File: src/core/sharb_regs.svh
// Timing, code and field constants for the bus hand-off arbiter
`ifndef SHARB_REGS_SVH
`define SHARB_REGS_SVH
`define SHARB_REQ_IDLE      2'h0
`define SHARB_REQ_NORMAL    2'h1
`define SHARB_REQ_PREEMPT   2'h2
`define SHARB_ACK_NONE      2'h0
`define SHARB_ACK_DONE      2'h1
`define SHARB_OCTA_LAST     1'h1
`define SHARB_LONG_PHASE2   1'h1
`define SHARB_FIRST_OCTA    1'h0
`endif

File: src/core/sharb_pkg.sv
// Types shared by the bus hand-off arbiter files
package sharb_pkg;
  typedef enum logic [2:0] {
    sharb_cpu_own_type_e  = 3'b000,
    sharb_grant_wait      = 3'b001,
    sharb_dma_own         = 3'b010,
    sharb_released        = 3'b011,
    sharb_cpu_restore     = 3'b100,
    sharb_cpu_start       = 3'b101
  } sharb_state_type;

  // Outputs toward CPU, DMA chip and cache, bundled
  typedef struct packed {
    logic hold_req;
    logic grant;
    logic data_oe;
    logic tag_oe;
    logic cpu_drv_en;
    logic cpu_go;
  } sharb_ctl_type;

  // One cache write step request and its invalidate flag
  typedef struct packed {
    logic valid;
    logic invalidate;
  } sharb_wreq_type;
endpackage

File: src/core/sharb_long_write.sv
// Cache write pacing: normal or two-cycle long octaword writes
`timescale 1ns/1ps
`include "sharb_regs.svh"
module sharb_long_write (
  input  wire logic                clk_i,      // System clock
  input  wire logic                arst_n_i,   // Async reset, low
  input  wire logic                ce_i,       // Clock enable
  input  wire logic                long_sel_i, // Long write select
  input  wire sharb_pkg::sharb_wreq_type wreq_i, // Octaword request
  output logic                     wr_done_o,  // Octaword written
  output logic                     addr4_o,    // Cache data addr bit
  output logic                     pulse_o     // Long write pulse
);
  logic phase_ff, nxt_phase;
  logic addr4_ff, nxt_addr4;
  logic pulse_ff, nxt_pulse;
  logic done_ff,  nxt_done;

  // Next-value logic for the write pacer
  always_comb begin
    nxt_phase = phase_ff;
    nxt_addr4 = addr4_ff;
    nxt_pulse = 1'b0;
    nxt_done  = 1'b0;
    if (wreq_i.valid) begin
      if (!long_sel_i || wreq_i.invalidate) begin
        nxt_done  = 1'b1;
        nxt_addr4 = ~addr4_ff;
      end else if (phase_ff != `SHARB_LONG_PHASE2) begin
        nxt_phase = `SHARB_LONG_PHASE2;
        nxt_pulse = 1'b1;
      end else begin
        // address held both cycles, flips after
        nxt_phase = ~`SHARB_LONG_PHASE2;
        nxt_done  = 1'b1;
        nxt_addr4 = ~addr4_ff;
      end
    end else begin
      nxt_addr4 = `SHARB_FIRST_OCTA; // Each burst starts on low octaword
      nxt_phase = ~`SHARB_LONG_PHASE2;
    end
  end

  // State registers, frozen while the enable is low
  always_ff @(posedge clk_i or negedge arst_n_i) begin
    if (!arst_n_i) begin
      phase_ff <= 1'b0;
      addr4_ff <= 1'b0;
      pulse_ff <= 1'b0;
      done_ff  <= 1'b0;
    end else if (ce_i) begin
      phase_ff <= nxt_phase;
      addr4_ff <= nxt_addr4;
      pulse_ff <= nxt_pulse;
      done_ff  <= nxt_done;
    end
  end

  assign wr_done_o = done_ff;
  assign addr4_o   = addr4_ff;
  assign pulse_o   = pulse_ff;
endmodule

File: src/core/sharb_arbiter.sv
// System bus and cache hand-off arbiter with DMA preemption
`timescale 1ns/1ps
`include "sharb_regs.svh"
module sharb_arbiter (
  input  wire logic       clk_i,                  // System clock, 250 MHz
  input  wire logic       arst_n_i,               // Async reset, low
  input  wire logic       ce_i,                   // Clock enable
  input  wire logic       cpu_hold_acknowledge_i, // CPU hold ack (pin)
  input  wire logic [1:0] dma_request_code_i,     // DMA request code (pin)
  input  wire logic       cpu_request_i,          // CPU wants the bus
  input  wire logic       cpu_io_read_i,          // CPU op is an I/O read
  input  wire logic       allow_release_i,        // Cache release allowed
  input  wire logic       dma_start_i,            // DMA command seen
  input  wire logic       dma_octa_i,             // DMA octaword step
  input  wire logic       dma_invalidate_i,       // DMA write invalidate
  input  wire logic       cache_long_write_select_i, // Long write mode
  output logic            cpu_hold_request_o,     // Hold request to CPU
  output logic            dma_bus_grant_o,        // Grant to DMA chip
  output logic            cache_data_output_enable_o, // Cache data OE
  output logic            cache_tag_output_enable_o,  // Cache tag OE
  output logic [1:0]      dma_cycle_acknowledge_o,    // DMA cycle ack
  output logic            cpu_data_drive_o,       // Re-drive CPU data
  output logic            cpu_go_o,               // CPU op may proceed
  output logic            cache_data_address_bit_o, // Cache addr bit 4
  output logic            cache_long_write_pulse_o  // Long write pulse
);
  // Three-stage synchronisers for pin inputs
  logic [2:0] hack_sync_ff, nxt_hack_sync;
  logic [1:0] req_s1_ff, req_s2_ff, req_s3_ff;
  logic [1:0] nxt_req_s1, nxt_req_s2, nxt_req_s3;
  logic       hack_ff, nxt_hack;
  logic [1:0] req_ff, nxt_req;

  always_comb begin
    nxt_hack_sync = {hack_sync_ff[1:0], cpu_hold_acknowledge_i};
    nxt_req_s1    = dma_request_code_i;
    nxt_req_s2    = req_s1_ff;
    nxt_req_s3    = req_s2_ff;
    // Only count a change once stages two and three agree
    nxt_hack = (hack_sync_ff[1] == hack_sync_ff[2]) ?
               hack_sync_ff[2] : hack_ff;
    nxt_req  = (req_s2_ff == req_s3_ff) ? req_s3_ff : req_ff;
  end

  always_ff @(posedge clk_i or negedge arst_n_i) begin
    if (!arst_n_i) begin
      hack_sync_ff <= 3'h0;
      req_s1_ff    <= 2'h0;
      req_s2_ff    <= 2'h0;
      req_s3_ff    <= 2'h0;
      hack_ff      <= 1'b0;
      req_ff       <= 2'h0;
    end else if (ce_i) begin
      hack_sync_ff <= nxt_hack_sync;
      req_s1_ff    <= nxt_req_s1;
      req_s2_ff    <= nxt_req_s2;
      req_s3_ff    <= nxt_req_s3;
      hack_ff      <= nxt_hack;
      req_ff       <= nxt_req;
    end
  end

  // Cache write pacer for DMA octawords
  sharb_pkg::sharb_wreq_type wreq;
  logic wr_done;
  logic last_octa;
  logic addr4_w;
  logic pulse_w;
  sharb_pkg::sharb_state_type st_ff;

  // Gated on the second octaword so no third write slips in
  assign wreq.valid      = dma_octa_i && !last_octa &&
                           (st_ff == sharb_pkg::sharb_dma_own);
  assign wreq.invalidate = dma_invalidate_i;

  sharb_long_write u_wr (
    .clk_i      (clk_i),
    .arst_n_i   (arst_n_i),
    .ce_i       (ce_i),
    .long_sel_i (cache_long_write_select_i),
    .wreq_i     (wreq),
    .wr_done_o  (wr_done),
    .addr4_o    (addr4_w),
    .pulse_o    (pulse_w)
  );

  // Arbitration state
  sharb_pkg::sharb_state_type nxt_st;
  sharb_pkg::sharb_ctl_type   ctl_ff, nxt_ctl;
  logic       octa_cnt_ff, nxt_octa_cnt;
  logic       preempt_ff, nxt_preempt;
  logic       io_read_ff, nxt_io_read;
  logic [1:0] ack_ff, nxt_ack;
  logic       addr4_ff;
  logic       preempt_req;
  logic       normal_req;

  assign preempt_req = (req_ff == `SHARB_REQ_PREEMPT);
  assign normal_req  = (req_ff == `SHARB_REQ_NORMAL);
  assign last_octa   = wr_done && (octa_cnt_ff == `SHARB_OCTA_LAST);

  // Next-state and output logic
  always_comb begin
    nxt_st       = st_ff;
    nxt_ctl      = ctl_ff;
    nxt_octa_cnt = octa_cnt_ff;
    nxt_preempt  = preempt_ff;
    nxt_io_read  = io_read_ff;
    nxt_ack      = `SHARB_ACK_NONE;
    nxt_ctl.cpu_drv_en = 1'b0;
    nxt_ctl.cpu_go     = 1'b0;
    case (st_ff)
      sharb_pkg::sharb_cpu_own_type_e: begin
        // preempt raises hold and grant next cycle
        if (preempt_req || normal_req) begin
          nxt_preempt      = preempt_req;
          nxt_io_read      = cpu_io_read_i;
          nxt_ctl.hold_req = 1'b1;
          nxt_ctl.grant    = 1'b1;
          nxt_st           = sharb_pkg::sharb_grant_wait;
        end
      end
      sharb_pkg::sharb_grant_wait: begin
        // DMA chip itself waits for this ack
        if (hack_ff) begin
          nxt_ctl.data_oe = 1'b1;
          nxt_ctl.tag_oe  = 1'b1;
          nxt_octa_cnt    = 1'b0;
          nxt_st          = sharb_pkg::sharb_dma_own;
        end
      end
      sharb_pkg::sharb_dma_own: begin
        if (wr_done) begin
          nxt_octa_cnt = ~octa_cnt_ff;
        end
        if (last_octa) begin
          nxt_ack = `SHARB_ACK_DONE;
          // A normal request re-arbitrates from CPU ownership
          if (!preempt_req) begin
            nxt_ctl.grant   = 1'b0;
            nxt_ctl.data_oe = 1'b0;
            nxt_ctl.tag_oe  = 1'b0;
            nxt_st = sharb_pkg::sharb_cpu_restore;
          end
        // release cache to CPU during DMA
        end else if (dma_start_i && allow_release_i && cpu_request_i &&
                     !preempt_ff) begin
          nxt_ctl.grant    = 1'b0;
          nxt_ctl.hold_req = 1'b0;
          nxt_ctl.data_oe  = 1'b0;
          nxt_ctl.tag_oe   = 1'b0;
          nxt_st = sharb_pkg::sharb_released;
        end
      end
      sharb_pkg::sharb_released: begin
        // force CPU off to reclaim cache
        if (preempt_req || normal_req) begin
          nxt_preempt      = preempt_req;
          nxt_io_read      = cpu_io_read_i;
          nxt_ctl.hold_req = 1'b1;
          nxt_ctl.grant    = 1'b1;
          nxt_st = sharb_pkg::sharb_grant_wait;
        // CPU wins once it has let go; go follows the ack one cycle later
        end else if (!hack_ff && cpu_request_i) begin
          nxt_ack = `SHARB_ACK_DONE;
          nxt_st  = sharb_pkg::sharb_cpu_start;
        end
      end
      sharb_pkg::sharb_cpu_start: begin
        // CPU processing starts after the ack
        nxt_ctl.cpu_go = 1'b1;
        nxt_st = sharb_pkg::sharb_cpu_own_type_e;
      end
      sharb_pkg::sharb_cpu_restore: begin
        nxt_ctl.hold_req = 1'b0;
        // grant and hold ack low: resume
        if (!hack_ff) begin
          nxt_ctl.cpu_drv_en = preempt_ff && io_read_ff;
          nxt_ctl.cpu_go     = 1'b1;
          nxt_preempt        = 1'b0;
          nxt_st = sharb_pkg::sharb_cpu_own_type_e;
        end
      end
      default: begin
        nxt_st = sharb_pkg::sharb_cpu_own_type_e;
      end
    endcase
  end

  // Registered state; outputs except the long write pulse come straight from these
  always_ff @(posedge clk_i or negedge arst_n_i) begin
    if (!arst_n_i) begin
      st_ff       <= sharb_pkg::sharb_cpu_own_type_e;
      ctl_ff      <= '0;
      octa_cnt_ff <= 1'b0;
      preempt_ff  <= 1'b0;
      io_read_ff  <= 1'b0;
      ack_ff      <= 2'h0;
      addr4_ff    <= 1'b0;
    end else if (ce_i) begin
      st_ff       <= nxt_st;
      ctl_ff      <= nxt_ctl;
      octa_cnt_ff <= nxt_octa_cnt;
      preempt_ff  <= nxt_preempt;
      io_read_ff  <= nxt_io_read;
      ack_ff      <= nxt_ack;
      addr4_ff    <= addr4_w; // Lags a cycle: spans pulse and second cycle
    end
  end

  assign cpu_hold_request_o         = ctl_ff.hold_req;
  assign dma_bus_grant_o            = ctl_ff.grant;
  assign cache_data_output_enable_o = ctl_ff.data_oe;
  assign cache_tag_output_enable_o  = ctl_ff.tag_oe;
  assign cpu_data_drive_o           = ctl_ff.cpu_drv_en;
  assign cpu_go_o                   = ctl_ff.cpu_go;
  assign dma_cycle_acknowledge_o    = ack_ff;
  assign cache_data_address_bit_o   = addr4_ff;
  assign cache_long_write_pulse_o   = pulse_w; // Pacer flop, unstaged
endmodule

File: config.mk
export PLATFORM = sky130hd
export DESIGN_NAME = sharb_arbiter
export DESIGN_NICKNAME = d
export VERILOG_FILES = /design/src/core/sharb_pkg.sv /design/src/core/sharb_long_write.sv /design/src/core/sharb_arbiter.sv
export VERILOG_INCLUDE_DIRS = /design/src /design/src/core
export SDC_FILE = /design/constraint.sdc
export NUM_CORES = 1
export LEC_CHECK = 0
export BUFFER_PORTS_ARGS = -buffer_cell sky130_fd_sc_hd__buf_4
export CAP_MARGIN = 5
export CORE_ASPECT_RATIO = 1.2
export CORE_MARGIN = 4
export CORE_UTILIZATION = 55
export CTS_CLUSTER_DIAMETER = 150
export CTS_CLUSTER_SIZE = 28
export DETAILED_ROUTE_END_ITERATION = 8
export PLACE_DENSITY_LB_ADDON = 0.05
export SYNTH_ARGS = -nofsm -noshare
export SYNTH_HDL_FRONTEND = slang
export SYNTH_SLANG_ARGS = --single-unit
File: constraint.sdc
create_clock -name clk_i -period 1.9 [get_ports clk_i]
set_input_delay 0.19 -clock clk_i [delete_from_list [all_inputs] [get_ports clk_i]]
set_output_delay 0.19 -clock clk_i [all_outputs]
set_load 0.02 [all_outputs]
==> metrics.yaml, run 1 <==
status: "finished clean"
rsz0062_at_grt: "no"
slowest_stage: "ha_1"
synth.net_count: 158
start_util_pct: 58.25
synth.cell_area_um2: 1501
grt_start_max_net_pins: 37
dp_cells: 188
path_cells: "inv_1 > ha_1 > nor4_2 > nand2_1 > mux2_1"
power.density_nw_per_um2: 1064
insertion_delay_ns: 0.32
grt_pass1_vias: 1100
ys_top_cells_by_area: "dfrtp_1 (48%), mux2_2 (9.0%), a21oi_1 (4.0%)"
ys.flop_type: "dfrtp_1"
hold_viol_final: 0
fin_crit_ns: 1.713
critPathCaptureType: "flop"
worst_setup_path_start_kind: "flop"
viasPerCell: 5.872
drv_slew: 0
cap_violations: 0
cts_root_buffer: "clkbuf_4"
routedWlPerCell_um: 14.19
num_vias: 1151
placement_rows: 20
ant_nets: 0
nFillCells: 198
globalRouteTotalUtil_pct: 17.15
dp_hpwl_um: 1985
hold_class: "input port to flop"
syn_to_final_growth_pct: 14.00
setup_violations: 0
period_share_pct: 90.17
grt_pass1_wl_um: 4864
drt-pass1-iter-count: 4
portBuffers: 21
die_w_um: 55.70
yosysTopAreaCell: "dfrtp_1"
worst_pin_slew_ns: 0.5078
postPlaceCellArea_um2: 1647
tns_ns: 0
cts_max_path_buffers: 2
r2r_slack_ns: 0.19
fin_worst_skew_ns: 0.01296
p_leak_nw: 0.7460
synth_edf_count: 0
synth_warnings: 0
ios: 23
tritoncts: "yes"
drcViolationCount: 0
worst_ep_arrival_time_ns: 1.93
cts_inserted_buffers: 5
clock_sinks: 29
max_freq_mhz: 583.7
path_buf_inv: 1
cp_slowest_stage_delay_ns: 0.37
ys_ff_latch: 29
die_height_um: 65.24
overflow: 0
layout-drive-gt1-share_pct: 26.99
netlist-cell-type-count: 42
synthArstFlopShare_pct: 100.0
worst_ir_drop_vdd_mv: 0.6935
synth_top_area_share_pct: 48.33
gp_congestion: 0.8221
antennaDiodeCount: 0
required_ns: 2.11
final-instance-count-excl-fill: 196
path_max_fanout: 5
syn_area_per_cell_um2: 10.43
core_um2: 2577
path_class: "flop to flop"
maxSlewHeadroom_pct: 66.07
clk_pin_slew_ns: 0.09
postLayoutCellArea_um2: 1712
nets: 177
netlist_instances: 144
drt_wl_total_um: 2782
crit_family: "simple AND/OR/NAND/NOR gates"
yosysSeqAreaShare_pct: 48.33
antenna_found_initial: 0
htree_levels: 2
dieArea_um2: 3633
drt_iter0_drc: 42
-- synth_stat cells (2+ instances only) --
library cell,number
a21oi_1,12
a31oi_1,3
and2_1,2
and3_1,3
buf_4,4
clkbuf_1,5
dfrtp_1,29
inv_1,10
mux2_2,12
mux2i_1,3
nand2_1,7
nand2b_1,4
nand3_1,5
nand3b_1,4
nand4b_1,2
nor2_1,5
nor2b_1,2
o21a_1,2
o21ai_0,5
o22ai_1,2
xnor2_1,2
-- per-stage QoR --
step	util, %	setup slack, ns	hold WS, ns	total power, mW
2_1_floorplan	-	0.3325	-0.1056	1.307
3_3_place_gp	63.88	0.2707	0.1271	1.434
3_5_place_dp	63.88	0.1838	0.1320	1.451
4_1_cts	66.41	0.1706	0.08301	1.830
5_1_grt	66.41	0.05508	0.07425	1.944
6_report	66.41	0.1868	0.08065	1.822
-- registers in the layout, indices dropped and copies added, names as in the netlist --
name	cells
dma_cycle_acknowledge_o	1
u_wr.phase_ff	1
u_wr.pulse_o	1
cpu_go_o	1
hack_ff	1
octa_cnt_ff	1
req_ff	2
u_wr.wr_done_o	1
u_wr.addr4_o	1
req_s3_ff	2
cpu_data_drive_o	1
hack_sync_ff	3
cpu_hold_request_o	1
nxt_req_s2	2
io_read_ff	1
st_ff	3
preempt_ff	1
cache_data_output_enable_o	1
nxt_req_s3	2
dma_bus_grant_o	1
cache_data_address_bit_o	1
-- worst paths after layout --
path / start / endpoint / cells after the start
max in group asynchronous: arst_n_i / hack_sync_ff[1]$_DFFE_PN0P_ / 2
max reg2reg: req_ff[0]$_DFFE_PN0P_ / io_read_ff$_DFFE_PN0P_ / 5
min: cpu_io_read_i / io_read_ff$_DFFE_PN0P_ / 2
min in group asynchronous: arst_n_i / cpu_hold_request_o$_DFFE_PN0P_ / 2
min reg2reg: u_wr.addr4_o$_DFFE_PN0P_ / u_wr.addr4_o$_DFFE_PN0P_ / 1
max: req_ff[0]$_DFFE_PN0P_ / io_read_ff$_DFFE_PN0P_ / 5
-- cells by family after synthesis --
| kind of cell | after synthesis | synth area share, % |
|---|---|---|
| adders and majority gates | 1 | 0.8332 |
| AOI/OAI and AO/OA | 34 | 14.58 |
| muxes | 16 | 11.75 |
| xor gates and xnor gates | 2 | 1.167 |
| buffers and inverters | 20 | 6.083 |
| DFF | 29 | 48.33 |
| and+or+nand+nor | 41 | 17.00 |
| other | 1 | 0.2498 |
-- worst register-to-register path: cells and delay by family (launching register included) --
| kind | cells | cell delay [ns] |
|---|---|---|
| buffers and inverters | 1 | 0.06 |
| flip-flops | 1 | 0.36 |
| multiplexers | 1 | 0.33 |
| adder cells (fa/ha/maj) | 1 | 0.37 |
| AND/OR/NAND/NOR | 2 | 0.49 |
-- where the power goes --
| group | leakage (nW) | internal [mW] | switching, mW |
|---|---|---|---|
| registers | 0.359 | 0.736 | 0.157 |
| logic | 0.356 | 0.279 | 0.270 |
| clock network | 0.0314 | 0.174 | 0.205 |
| total | 0.746 | 1.19 | 0.632 |
-- layout make-up --
| cell class | count | area, µm² | share of cell area, % |
|---|---|---|---|
| Timing Repair Buffer | 22 | 167.7 | 9.795 |
| Inverter | 10 | 37.54 | 2.193 |
| Clock buffer | 7 | 55.05 | 3.216 |
| Sequential cell | 29 | 725.7 | 42.40 |
| Multi-Input combinational cell | 95 | 684.4 | 39.99 |
| Tap cell | 33 | 41.29 | 2.412 |
-- per-layer routing --
layer / wire length [µm] / vias up / share of wire (%) / GRT usage, %
li1: - / 551 / - / -
met1: 1171 / 564 / 42 / 19.97
met2: 1407 / 30 / 51 / 29.14
met3: 152 / 6 / 5.5 / 5.894
met4: 51 / 0 / 1.8 / 6.383
met5: 0 / - / 0 / 0
-- timing repair --
action,in CTS,in global routing
setup buffers,0,0
hold buffers,1,0
resized for setup,0,0
setup endpoints to repair,0,0
endpoints found under the hold margin,29,0
-- placed cells by master (no fill, tap or decap), types with 4 or more instances in the layout --
cell,Yosys,final
mux2_2,12,12
buf_4,4,21
nand2b_1,4,4
nand3b_1,4,4
nor2_1,5,5
nand2_1,7,7
o21ai_0,5,5
nand3_1,5,5
a21oi_1,12,12
inv_1,10,10
dfrtp_1,29,29
clkbuf_4,0,5
No activity file was read; power rests on OpenSTA's default activity.
==> inputs of run 2 (changes only) <==
--- a/config.mk
+++ b/config.mk
@@ -6,6 +6,7 @@
 export SDC_FILE = /design/constraint.sdc
 export NUM_CORES = 1
 export LEC_CHECK = 0
+export ABC_AREA = 1
 export BUFFER_PORTS_ARGS = -buffer_cell sky130_fd_sc_hd__buf_4
 export CAP_MARGIN = 5
 export CORE_ASPECT_RATIO = 1.2
==> metrics.yaml, run 2 <==
worstSetupEndpoint: "st_ff[0]$_DFFE_PN0P_"  # was io_read_ff$_DFFE_PN0P_
ant_nets: 0  # unchanged
layout-drive-gt1-share_pct: 17.49  # was 26.99%
rsz0062_at_grt: "no"  # unchanged
synth_edf_count: 0  # unchanged
ys.flop_type: "dfrtp_1"  # unchanged
dieArea_um2: 3688  # was 3633 µm²
status: "finished clean"  # unchanged
grt_start_max_net_pins: 30  # was 37
max_freq_mhz: 692.9  # was 583.7 MHz
reg_top3: "hack_sync_ff x3, st_ff x3"  # unchanged
drv_slew: 0  # unchanged
post_cts_buffers: 0  # unchanged
yosysTopAreaCell: "dfrtp_1"  # unchanged
drt-pass1-iter-count: 6  # was 4
power.density_nw_per_um2: 1364  # was 1064 nW/µm²
layout_setup_ws_ns: 0.4567  # was 0.1868 ns
drcViolationCount: 0  # unchanged
r2r_slack_ns: 0.46  # was 0.19 ns
num_vias: 1293  # was 1151
routedWlPerCell_um: 11.91  # was 14.19 µm
placement_rows: 20  # unchanged
crit_top_cell: "nand2_1"
antenna_found_initial: 0  # unchanged
viasPerCell: 5.051  # was 5.872
portBuffers: 21  # unchanged
die_w_um: 56.11  # was 55.70 µm
final_common_cell: "nand2_1"  # was dfrtp_1
tritoncts: "yes"  # unchanged
start_util_pct: 58.70  # was 58.25%
multi_input_area_um2: 669.4  # was 684.4 µm²
dp_hpwl_um: 2267  # was 1985 µm
yosysSeqAreaShare_pct: 47.50  # was 48.33%
path_buf_inv: 2  # was 1
synth.cell_area_um2: 1528  # was 1501 µm²
ys_ff_latch: 29  # unchanged
crit_start: "req_ff[0]$_DFFE_PN0P_"  # unchanged
syn_to_final_growth_pct: 14.50  # was 14.00%
cap_violations: 0  # unchanged
seq_area_um2: 725.7  # unchanged
syn_area_per_cell_um2: 7.601  # was 10.43 µm²
p_leak_nw: 0.9495  # was 0.7460 nW
slowest_stage: "dfrtp_1"  # was ha_1
nets: 237  # was 177
ys_top_cells_by_area: "dfrtp_1 (48%), nand2_1 (18%), inv_1 (5.7%)"  # was dfrtp_1 (48%), mux2_2 (9.0%), a21oi_1 (4.0%)
worst_ep_arrival_time_ns: 1.67  # was 1.93 ns
rr_startpoint: "req_ff[0]$_DFFE_PN0P_"  # unchanged
overflow: 0  # unchanged
path_cells: "inv_1 > ha_1 > inv_1 > nor2_1 > nand2_1 > nand2_1 > nor2_4 > nand2_2 > nand2_1 > nand2_1"  # was inv_1 > ha_1 > nor4_2 > nand2_1 > mux2_1
critPathCaptureType: "flop"  # unchanged
synth_top_area_share_pct: 47.50  # was 48.33%
insertion_delay_ns: 0.33  # was 0.32 ns
synth_common_cells: "nand2_1 (74), dfrtp_1 (29), inv_1 (23)"  # was dfrtp_1 (29), a21oi_1 (12), mux2_2 (12)
die_height_um: 65.74  # was 65.24 µm
hold_class: "input port to flop"  # unchanged
htree_levels: 2  # unchanged
tns_ns: 0  # unchanged
grt_pass1_vias: 1320  # was 1100
netlist-cell-type-count: 28  # was 42
globalRouteTotalUtil_pct: 19.56  # was 17.15%
reg2reg_depth: 10  # was 5
drt_iter0_drc: 28  # was 42
hold_viol_final: 0  # unchanged
yosysMostFrequentCell: "nand2_1"  # was dfrtp_1
fin_crit_ns: 1.443  # was 1.713 ns
r2r-end: "st_ff[0]$_DFFE_PN0P_"  # was io_read_ff$_DFFE_PN0P_
period_share_pct: 75.96  # was 90.17%
pre_cts_ws_ns: 0.4717  # was 0.1838 ns
gp_congestion: 0.9621  # was 0.8221
cts_root_buffer: "clkbuf_4"  # unchanged
cts_max_path_buffers: 2  # unchanged
clock_sinks: 29  # unchanged
path_max_fanout: 5  # unchanged
drt_wl_total_um: 3048  # was 2782 µm
final_cell_mix: "nand2_1 (74), dfrtp_1 (29), inv_1 (23)"  # was dfrtp_1 (29), buf_4 (21), mux2_2 (12), a21oi_1 (12), inv_1 (10)
cts_inserted_buffers: 5  # unchanged
synth.net_count: 215  # was 158
nFillCells: 226  # was 198
synthArstFlopShare_pct: 100.0  # unchanged
cp_slowest_stage_delay_ns: 0.36  # was 0.37 ns
path_class: "flop to flop"  # unchanged
core_um2: 2603  # was 2577 µm²
setup_violations: 0  # unchanged
fin_worst_skew_ns: 0.006288  # was 0.01296 ns
clk_pin_slew_ns: 0.09  # about the same
ios: 23  # unchanged
crit_family: "simple AND/OR/NAND/NOR gates"  # unchanged
worst_setup_path_start_kind: "flop"  # unchanged
netlist_instances: 201  # was 144
required_ns: 2.13  # was 2.11 ns
worst_ir_drop_vdd_mv: 0.7075  # was 0.6935 mV
synth_warnings: 0  # unchanged
antennaDiodeCount: 0  # unchanged
grt_pass1_wl_um: 5506  # was 4864 µm
critical_path_cell_count: 10  # was 5
[run 2: changes by cell type in the layout (fill, tap and decap cells not counted), moves of 9 or more]
cell / before / now
nor2_1: 5 / 19
inv_1: 10 / 23
a21oi_1: 12 / 1
o21ai_0: 5 / 14
mux2_2: 12 / 0
nand2_1: 7 / 74
[run 2: metrics by stage]
step / util, % / power [mW] / std cells / hold WS [ns] / cell area [µm²]
final: 67.21 / 2.386 / 256 / 0.06551 / 1749
after global routing: 67.21 / 2.601 / 256 / 0.08102 / 1749
after CTS: 67.21 / 2.401 / 256 / 0.05878 / 1749
after detailed placement: 64.71 / 2.012 / 248 / 0.1302 / 1684
after global placement: 64.71 / 1.960 / 248 / 0.1236 / 1684
after floorplan: - / 1.748 / 201 / -0.1056 / 1528
[run 2: layout make-up]
cell class	count	share of cell area [%]
Tap cell	33	2.361
Timing Repair Buffer	22	9.585
Inverter	24	5.150
Clock buffer	7	3.147
Sequential cell	29	41.49
Multi-Input combinational cell	141	38.27
[run 2: per-layer routing]
metal | global-route usage [%] | share of wire [%]
met5 | 0 | 0
met1 | 21.38 | 39
met2 | 32.60 | 51
met3 | 7.073 | 6.4
met4 | 11.28 | 2.9
[run 2: kinds of logic (layout without fill, tap and decap cells)]
family                   after synthesis  count (layout)  share of synthesized area, %
AO/OA/AOI/OAI                         23              23                         8.763
buffers and inverters                 31              53                         8.680
adder cells (fa/ha/maj)                1               1                        0.8189
other                                  1               1                        0.2455
flip-flops                            29              29                         47.50
AND/OR/NAND/NOR                      116             116                         33.99
[run 2: worst register-to-register path, stage by stage, from the launching register on]
cell	delay [ns]
dfrtp_1	0.36
inv_1	0.05
ha_1	0.34
inv_1	0.09
nor2_1	0.05
nand2_1	0.05
nand2_1	0.08
nor2_4	0.12
nand2_2	0.08
nand2_1	0.08
nand2_1	0.06
[run 2: worst min-delay path by stage]
| stage | slack (ns) | endpoint | depth (start not counted) | from |
|---|---|---|---|---|
| final | 0.07 | nxt_req_s2[0]$_DFFE_PN0P_ | 3 | dma_request_code_i[0] |
| after detailed placement | 0.13 | cpu_go_o$_DFFE_PN0P_ | 1 | arst_n_i |
| after CTS | 0.06 | nxt_req_s2[0]$_DFFE_PN0P_ | 3 | dma_request_code_i[0] |
| after global routing | 0.08 | io_read_ff$_DFFE_PN0P_ | 3 | cpu_io_read_i |
| after floorplan | -0.11 | cache_data_address_bit_o$_DFFE_PN0P_ | 0 | arst_n_i |
| after global placement | 0.12 | cache_data_output_enable_o$_DFFE_PN0P_ | 1 | arst_n_i |
[run 2: timing repair]
| item | CTS | global route |
|---|---|---|
| hold buffers | 1 | 0 |
| setup endpoints to repair | 0 | 0 |
| hold endpoints to repair | 29 | 0 |
| resized for setup | 0 | 0 |
[run 2: power breakdown]
group	total, mW	internal (mW)	switching (mW)
logic	1.08	0.394	0.687
clock network	0.384	0.174	0.209
registers	0.922	0.777	0.144
total	2.39	1.35	1.04
